===== config.mk =====
export PLATFORM = sky130hd
export DESIGN_NAME = rcr_regs
export DESIGN_NICKNAME = d
export VERILOG_FILES = /design/src/pkg/rcr_pkg.sv /design/src/rtl/rcr_regs.sv
export SDC_FILE = /design/constraint.sdc
export NUM_CORES = 1
export LEC_CHECK = 0
export BUFFER_PORTS_ARGS = -buffer_cell sky130_fd_sc_hd__buf_4
export CAP_MARGIN = 10
export CELL_PAD_IN_SITES_DETAIL_PLACEMENT = 1
export CELL_PAD_IN_SITES_GLOBAL_PLACEMENT = 1
export CORE_ASPECT_RATIO = 1.5
export CORE_MARGIN = 2
export CORE_UTILIZATION = 30
export DETAILED_ROUTE_END_ITERATION = 6
export PLACE_DENSITY_LB_ADDON = 0.12
export RECOVER_POWER = 25
export SKIP_LAST_GASP = 1
export SLEW_MARGIN = 25
export SYNTH_ARGS = -nofsm -noshare
export SYNTH_HDL_FRONTEND = slang
export SYNTH_SLANG_ARGS = --single-unit

===== constraint.sdc =====
create_clock -name clk_in -period 2.9 [get_ports clk_in]
set_input_delay 0.29 -clock clk_in [delete_from_list [all_inputs] [get_ports clk_in]]
set_output_delay 0.29 -clock clk_in [all_outputs]
set_load 0.01 [all_outputs]

===== src/pkg/rcr_pkg.sv =====
package rcr_pkg;
   localparam logic [7:0] ADDR_SOFT_RESET = 8'h07;
   localparam logic [7:0] ADDR_PIN_OVERRIDE = 8'h08;
   localparam logic [7:0] ADDR_SPARE_A = 8'h09;
   localparam logic [7:0] ADDR_SIG_MONITOR = 8'h0A;
   localparam logic [7:0] ADDR_SPARE_B = 8'h0B;
   localparam logic [7:0] ADDR_SPARE_C = 8'h0C;
   localparam logic [7:0] ADDR_SPARE_D = 8'h0D;
   localparam int BIT_RESET_REGS = 6;
   localparam int BIT_RESET_MASTER = 5;
   localparam int BIT_OVR_THRESHOLD = 6;
   localparam int BIT_OVR_RXDETECT = 3;
   localparam logic [7:0] RST_SOFT_RESET = 8'h01;
   localparam logic [7:0] RST_PIN_OVERRIDE = 8'h00;
   localparam logic [7:0] RST_SPARE_A = 8'h00;
   localparam logic [7:0] RST_SPARE_B = 8'h70;
   localparam logic [7:0] RST_SPARE_C = 8'h00;
   localparam logic [7:0] RST_SPARE_D = 8'h00;
   localparam logic [4:0] RST_SOFT_LOW = 5'h01;
   typedef enum logic [1:0] {
      RCR_RXD_HIZ = 2'b00,
      RCR_RXD_LIMITED = 2'b01,
      RCR_RXD_UNTIL_OK = 2'b10,
      RCR_RXD_FIXED_50 = 2'b11
   } rcr_receive_detect_mode_type;
endpackage : rcr_pkg


===== src/rtl/rcr_regs.sv =====
`timescale 1ns/1ps
module rcr_regs #(
   parameter int CHANNELS = 8
) (
   input wire logic clk_in,
   input wire logic reset_n_in,
   input wire logic clk_en_in,
   input wire logic wr_en_in,
   input wire logic rd_en_in,
   input wire logic [7:0] addr_in,
   input wire logic [7:0] wr_data_in,
   output logic [7:0] rd_data_out,
   input wire logic threshold_pin_in,
   input wire logic threshold_reg_in,
   input wire logic [1:0] receive_detect_mode_pin_in,
   input wire logic [1:0] receive_detect_mode_reg_in,
   input wire logic [CHANNELS-1:0] signal_lost_in,
   input wire logic test_strap_float_in,
   output logic signal_detect_threshold_select_out,
   output logic [1:0] receive_detect_mode_out,
   output logic receive_detect_mode_hiz_out,
   output logic receive_detect_mode_limited_out,
   output logic receive_detect_mode_until_ok_out,
   output logic receive_detect_mode_fixed_50_out,
   output logic master_reset_out,
   output logic monitor_valid_out
);
   logic [7:0] soft_reset_control;
   logic [7:0] pin_override_control;
   logic [7:0] spare_reg_a;
   logic [7:0] spare_reg_b;
   logic [7:0] spare_reg_c;
   logic [7:0] spare_reg_d;
   logic [7:0] signal_presence_monitor;
   logic regs_reset_pend;
   logic wr_soft;
   logic [1:0] next_mode;
   rcr_pkg::rcr_receive_detect_mode_type mode_sel;

   assign wr_soft = clk_en_in && wr_en_in && addr_in == rcr_pkg::ADDR_SOFT_RESET;

   // Register file with pending soft reset
   always_ff @(posedge clk_in or negedge reset_n_in) begin
      if (!reset_n_in) begin
         soft_reset_control <= rcr_pkg::RST_SOFT_RESET;
         pin_override_control <= rcr_pkg::RST_PIN_OVERRIDE;
         spare_reg_a <= rcr_pkg::RST_SPARE_A;
         spare_reg_b <= rcr_pkg::RST_SPARE_B;
         spare_reg_c <= rcr_pkg::RST_SPARE_C;
         spare_reg_d <= rcr_pkg::RST_SPARE_D;
         regs_reset_pend <= 1'b0;
      end else if (clk_en_in) begin
         if (regs_reset_pend) begin
            soft_reset_control <= rcr_pkg::RST_SOFT_RESET;
            pin_override_control <= rcr_pkg::RST_PIN_OVERRIDE;
            spare_reg_a <= rcr_pkg::RST_SPARE_A;
            spare_reg_b <= rcr_pkg::RST_SPARE_B;
            spare_reg_c <= rcr_pkg::RST_SPARE_C;
            spare_reg_d <= rcr_pkg::RST_SPARE_D;
            regs_reset_pend <= 1'b0;
         end else begin
            if (wr_soft) begin
               soft_reset_control <= wr_data_in;
               regs_reset_pend <= wr_data_in[rcr_pkg::BIT_RESET_REGS];
            end else begin
               soft_reset_control[rcr_pkg::BIT_RESET_MASTER] <= 1'b0;
            end
            if (wr_en_in) begin
               unique case (addr_in)
                  rcr_pkg::ADDR_PIN_OVERRIDE: pin_override_control <= wr_data_in;
                  rcr_pkg::ADDR_SPARE_A: spare_reg_a <= wr_data_in;
                  rcr_pkg::ADDR_SPARE_B: spare_reg_b <= wr_data_in;
                  rcr_pkg::ADDR_SPARE_C: spare_reg_c <= wr_data_in;
                  rcr_pkg::ADDR_SPARE_D: spare_reg_d <= wr_data_in;
                  default: ;
               endcase
            end
         end
      end
   end

   // Live signal presence capture
   always_ff @(posedge clk_in or negedge reset_n_in) begin
      if (!reset_n_in) begin
         signal_presence_monitor <= 8'h00;
      end else if (clk_en_in) begin
         signal_presence_monitor <= 8'h00;
         for (int i = 0; i < CHANNELS; i++) begin
            signal_presence_monitor[i] <= signal_lost_in[i];
         end
      end
   end

   assign master_reset_out = soft_reset_control[rcr_pkg::BIT_RESET_MASTER];
   assign monitor_valid_out = test_strap_float_in;

   // Pin or register selection
   assign next_mode = pin_override_control[rcr_pkg::BIT_OVR_RXDETECT]
      ? receive_detect_mode_reg_in : receive_detect_mode_pin_in;

   always_ff @(posedge clk_in or negedge reset_n_in) begin
      if (!reset_n_in) begin
         signal_detect_threshold_select_out <= 1'b0;
         receive_detect_mode_out <= 2'b00;
      end else if (clk_en_in) begin
         signal_detect_threshold_select_out <= pin_override_control[rcr_pkg::BIT_OVR_THRESHOLD]
            ? threshold_reg_in : threshold_pin_in;
         receive_detect_mode_out <= next_mode;
      end
   end

   // Mode decode
   assign mode_sel = rcr_pkg::rcr_receive_detect_mode_type'(receive_detect_mode_out);
   always_comb begin
      receive_detect_mode_hiz_out = 1'b0;
      receive_detect_mode_limited_out = 1'b0;
      receive_detect_mode_until_ok_out = 1'b0;
      receive_detect_mode_fixed_50_out = 1'b0;
      unique case (mode_sel)
         rcr_pkg::RCR_RXD_HIZ: receive_detect_mode_hiz_out = 1'b1;
         rcr_pkg::RCR_RXD_LIMITED: receive_detect_mode_limited_out = 1'b1;
         rcr_pkg::RCR_RXD_UNTIL_OK: receive_detect_mode_until_ok_out = 1'b1;
         rcr_pkg::RCR_RXD_FIXED_50: receive_detect_mode_fixed_50_out = 1'b1;
      endcase
   end

   // Read data
   always_ff @(posedge clk_in or negedge reset_n_in) begin
      if (!reset_n_in) begin
         rd_data_out <= 8'h00;
      end else if (clk_en_in && rd_en_in) begin
         unique case (addr_in)
            rcr_pkg::ADDR_SOFT_RESET: rd_data_out <= soft_reset_control;
            rcr_pkg::ADDR_PIN_OVERRIDE: rd_data_out <= pin_override_control;
            rcr_pkg::ADDR_SPARE_A: rd_data_out <= spare_reg_a;
            rcr_pkg::ADDR_SIG_MONITOR: rd_data_out <= signal_presence_monitor;
            rcr_pkg::ADDR_SPARE_B: rd_data_out <= spare_reg_b;
            rcr_pkg::ADDR_SPARE_C: rd_data_out <= spare_reg_c;
            rcr_pkg::ADDR_SPARE_D: rd_data_out <= spare_reg_d;
            default: rd_data_out <= 8'h00;
         endcase
      end
   end

   property p_regs_reset;
      @(posedge clk_in) disable iff (!reset_n_in)
      (wr_soft && !regs_reset_pend && wr_data_in[rcr_pkg::BIT_RESET_REGS]) ##1 clk_en_in
      |=> pin_override_control == rcr_pkg::RST_PIN_OVERRIDE
         && soft_reset_control == rcr_pkg::RST_SOFT_RESET;
   endproperty
   a_regs_reset: assert property (p_regs_reset) else $error("register reset failed");

   property p_master_clear;
      @(posedge clk_in) disable iff (!reset_n_in)
      (master_reset_out && clk_en_in && !wr_soft) |=> !master_reset_out;
   endproperty
   a_master_clear: assert property (p_master_clear) else $error("master reset stuck");

   property p_master_set;
      @(posedge clk_in) disable iff (!reset_n_in)
      (wr_soft && !regs_reset_pend && wr_data_in[rcr_pkg::BIT_RESET_MASTER]) |=> master_reset_out;
   endproperty
   a_master_set: assert property (p_master_set) else $error("master reset not raised");

   property p_thresh;
      @(posedge clk_in) disable iff (!reset_n_in)
      (clk_en_in && $past(reset_n_in)) |=> signal_detect_threshold_select_out ==
         ($past(pin_override_control[rcr_pkg::BIT_OVR_THRESHOLD])
         ? $past(threshold_reg_in) : $past(threshold_pin_in));
   endproperty
   a_thresh: assert property (p_thresh) else $error("threshold source wrong");

   property p_receive_detect_mode;
      @(posedge clk_in) disable iff (!reset_n_in)
      (clk_en_in && $past(reset_n_in)) |=> receive_detect_mode_out == $past(next_mode);
   endproperty
   a_receive_detect_mode: assert property (p_receive_detect_mode) else $error("receive detect source wrong");

   property p_monitor;
      @(posedge clk_in) disable iff (!reset_n_in)
      (clk_en_in && rd_en_in && addr_in == rcr_pkg::ADDR_SIG_MONITOR) ##1 1'b1
      |-> rd_data_out[CHANNELS-1:0] == $past(signal_presence_monitor[CHANNELS-1:0]);
   endproperty
   a_monitor: assert property (p_monitor) else $error("monitor read wrong");

   property p_onehot;
      @(posedge clk_in) disable iff (!reset_n_in)
      $onehot({receive_detect_mode_hiz_out, receive_detect_mode_limited_out, receive_detect_mode_until_ok_out, receive_detect_mode_fixed_50_out})
         && (receive_detect_mode_fixed_50_out == (receive_detect_mode_out == 2'b11));
   endproperty
   a_onehot: assert property (p_onehot) else $error("mode decode wrong");

   property p_poll;
      @(posedge clk_in) disable iff (!reset_n_in)
      (regs_reset_pend && clk_en_in) |=> !soft_reset_control[rcr_pkg::BIT_RESET_REGS];
   endproperty
   a_poll: assert property (p_poll) else $error("reset bit not cleared");

   property p_pend_once;
      @(posedge clk_in) disable iff (!reset_n_in)
      (regs_reset_pend && clk_en_in) |=> !regs_reset_pend;
   endproperty
   a_pend_once: assert property (p_pend_once) else $error("register reset repeats");

   property p_spares_reset;
      @(posedge clk_in) disable iff (!reset_n_in)
      (regs_reset_pend && clk_en_in) |=> spare_reg_a == rcr_pkg::RST_SPARE_A
         && spare_reg_b == rcr_pkg::RST_SPARE_B
         && spare_reg_c == rcr_pkg::RST_SPARE_C
         && spare_reg_d == rcr_pkg::RST_SPARE_D;
   endproperty
   a_spares_reset: assert property (p_spares_reset) else $error("spare reset failed");

   property p_rd_soft;
      @(posedge clk_in) disable iff (!reset_n_in)
      (clk_en_in && rd_en_in && addr_in == rcr_pkg::ADDR_SOFT_RESET)
      |=> rd_data_out == $past(soft_reset_control);
   endproperty
   a_rd_soft: assert property (p_rd_soft) else $error("reset control read wrong");

   property p_monitor_ro;
      @(posedge clk_in) disable iff (!reset_n_in)
      (clk_en_in && wr_en_in && addr_in == rcr_pkg::ADDR_SIG_MONITOR)
      |=> signal_presence_monitor[CHANNELS-1:0] == $past(signal_lost_in);
   endproperty
   a_monitor_ro: assert property (p_monitor_ro) else $error("monitor was written");

   property p_freeze;
      @(posedge clk_in) disable iff (!reset_n_in)
      !clk_en_in |=> $stable(pin_override_control) && $stable(soft_reset_control)
         && $stable(rd_data_out);
   endproperty
   a_freeze: assert property (p_freeze) else $error("state moved while frozen");
endmodule : rcr_regs


==> metrics.md <==
| Metric | Value |
|---|---|
| Cts repair resizes | `0` |
| Root Buffer | `clkbuf_16` |
| Wirelength per Cell | `around 19 um` |
| First-pass GRT wire length | `17500 um` |
| Number of global-route vias before repair | `between 3000 and 4000` |
| CP Data Required Time | `3.08 ns` |
| Fin crit share | `between 60 and 70%` |
| Initial antenna violation count | `0` |
| CP Capture Type | `flip-flop` |
| Critical Path Most Common Cell | `buf_4` |
| Number of CTS-inserted buffers | `9` |
| Count leader, synth | `dfrtp_1` |
| Syn_area_per_cell | `10.1 um^2` |
| CTS clk-pin slew, worst paths | `0.05 ns` |
| Peak VDD IR | `approximately 0.27 mV` |
| Io pins | `53` |
| Fmax | `around 540 MHz` |
| Share of the synthesized area in the top cell type | `44.1%` |
| PortBufs | `50` |
| P per Cell Area | `between 500 and 600 nW/um^2` |
| Worst Path Max Fanout | `8` |
| Die Wd | `93.8 um` |
| CP delay by family, top | `simple AND/OR/NAND/NOR gates` |
| Status | `finished, violations left` |
| Number of max-slew violations in the final report | `69` |
| Top cell type by total area after synthesis | `dfrtp_1` |
| Final hold violation count | `0` |
| Setup TNS | `0 ns` |
| Die height | `roughly 140 um` |
| Clock Path Buffers | `2` |
| Die area | `~13000 um^2` |
| Met2 WL post-DR | `5310 um` |
| Core box area | `11900 um^2` |
| Area grow syn2layout | `22.1%` |
| Main synth FF type | `dfrtp_1` |
| Seq/Total Area, Yosys | `47.0%` |
| Final wirelength | `10800 um` |
| Seq cells post-synth | `68` |
| N_diodes | `0` |
| Post-DP HPWL | `7060 um` |
| WL met1 | `4960 um` |
| Placed cell count | `546` |
| Worst Skew | `0.00492 ns` |
| Total gr overflow | `0` |
| R2R Setup Slk | `about 1.6 ns` |
| Ys async rst share | `100%` |
| Cell Area, Synth | `3630 um^2` |
| Count of cell types in the netlist | `33` |
| Final RePlAce weighted congestion | `slightly above 0.7` |
| Final Instance Area | `4430 um^2` |
| # nets final | `440` |
| YS warnings | `0` |
| Largest net degree at the start of global routing | `69` |
| Placed Area | `4150 um^2` |
| Critical path launch point type | `input pin` |
| Tightest Hold Check Type | `input pin to flip-flop` |
| Static Leak | `0.00208 uW` |
| Crit path DAT | `2.01 ns` |
| First-pass DRT Iterations | `4` |
| RSZ-0062 raised after global routing | `no` |
| Syn_nets | `slightly below 400` |
| Slew HR | `-19.9%` |
| Critical path buffers and inverters | `2` |
| Total routing usage reported by global routing | `17.6%` |
| Post-Syn Instances | `360` |
| Setup violators final | `0` |
| CTS tree | `built` |
| Layout cells sized above 1 | `22.0%` |
| Tmin final | `around 1.8 ns` |
| Routed via count | `2957` |
| Post-DRT Antenna Nets | `0` |
| Clock latency on the worst-skew pair | `0.33 ns` |
| Final hold slack | `0.190 ns` |
| Post-CTS Setup Bufs | `0` |
| DR DRC count | `0` |
| CP Cell Sequence | `buf_4, or4_4, nor4_4, buf_4, mux2i_1, o22ai_1` |
| Starting DRT DRC Count | `about 110` |
| Rows | `a little under 50` |
| H-tree Lvls | `3` |
| Count of flip-flops with a built-in enable after synthesis | `0` |
| Critical Path Max Stage Delay | `~0.65 ns` |
| Top sig layer | `met4` |
| Synth area leaders | `dfrtp_1, mux2i_1, o22ai_1, inv_1, dfstp_2` |
| Least-Margin Pin Slew | `1.80 ns` |
| Top post-synthesis cells by count | `dfrtp_1, mux2i_1, inv_1` |
| Met3 wire length | `approximately 340 um` |
| Starting density of the core | `30.5%` |
| Critical-path top delay cell | `or4_4` |
| Hold-fix buffers, CTS | `0` |
| Fin util | `37.3%` |
| Sink Count | `68` |
| Post-Layout Cell Count | `562` |
| Via/cell ratio | `around 5.3` |
| Max-Cap Viols | `1` |
| Failing checks | `max-capacitance violations, max-slew violations` |
| Worst Path Class, Setup | `input pin to flip-flop` |
## power by group
part / switching (uW) / internal (uW) / total, uW
combinational: 125 / 88.2 / 213
sequential: 14.7 / 968 / 983
clock: 406 / 649 / 1060
total: 546 / 1710 / 2250
## worst reg2reg max path: cells and delay by family, from the launching register on
| kind | cells | cell delay [ns] |
|---|---|---|
| flops | 1 | 0.32 |
| compound gates | 1 | 0.29 |
| simple gates | 1 | 0.13 |
| buf+inv | 1 | 0.51 |
## cell families after synthesis
kind of cell	count (synthesis)	synth area share [%]
buffers and inverters	72	7.86
AOI/OAI and AO/OA	91	16.3
and+or+nand+nor	65	10.8
DFF	68	47.0
muxes	64	17.9
## worst paths after layout
| check | start | to | cells past startpoint |
|---|---|---|---|
| setup / recovery | addr_in[5] | pin_override_control[1] | 6 |
| hold / removal | signal_lost_in[7] | signal_presence_monitor[7] | 2 |
| setup reg to reg | regs_reset_pend | spare_reg_b[5] | 3 |
| hold reg to reg | spare_reg_b[6] | spare_reg_b[6] | 2 |
| max in group asynchronous | reset_n_in | spare_reg_d[5] | 1 |
| min in group asynchronous | reset_n_in | spare_reg_c[3] | 1 |
## registers in the layout (all words and copies together) (netlist names)
name,cells
regs_reset_pend,1
spare_reg_c,8
spare_reg_d,8
rd_data_out,8
spare_reg_b,8
spare_reg_a,8
signal_presence_monitor,8
pin_override_control,8
soft_reset_control,8
receive_detect_mode_out,2
signal_detect_threshold_select_out,1
## per-stage QoR
step / worst slack, ns / power (uW)
finish: 1.06 / 2250
CTS: 1.06 / 2290
detailed placement: 0.702 / 1220
global placement: 0.722 / 1210
global route: 0.960 / 2360
floorplan: 0.926 / 1100
## per-layer routing
| layer | vias to the layer above | GRT usage (%) |
|---|---|---|
| li1 | 1373 | - |
| met5 | - | 0 |
| met2 | 65 | 27.7 |
| met4 | 0 | 5.95 |
| met3 | 16 | 3.21 |
| met1 | 1503 | 24.3 |
## layout by cell type, fill, tap and decap left out, types with 3 or more instances in the layout
| master | synthesis | final |
|---|---|---|
| a21oi_1 | 10 | 10 |
| nand2b_1 | 9 | 9 |
| inv_1 | 46 | 46 |
| o21ai_0 | 9 | 9 |
| mux2_2 | 8 | 8 |
| clkbuf_8 | 0 | 3 |
| dfstp_2 | 4 | 4 |
| nand2_1 | 13 | 13 |
| mux2i_1 | 56 | 56 |
| a211oi_1 | 12 | 12 |
| clkbuf_16 | 0 | 9 |
| nor3_1 | 13 | 13 |
| dfrtp_1 | 64 | 64 |
| a22o_1 | 8 | 8 |
| clkbuf_1 | 18 | 3 |
| o22ai_1 | 43 | 43 |
| a22oi_1 | 8 | 8 |
| buf_4 | 1 | 58 |
| nor2_1 | 13 | 13 |
## final cells by class
type                       instances  area (um^2)
fill                            1387         7460
sequential                        68         1710
multi-input combinational        220         1640
timing repair buffer              59          440
clock buffer                      15          278
tap                              153          191
inverter                          46          173
clock inverter                     1         5.00
Power figures use the tool's default switching activity.
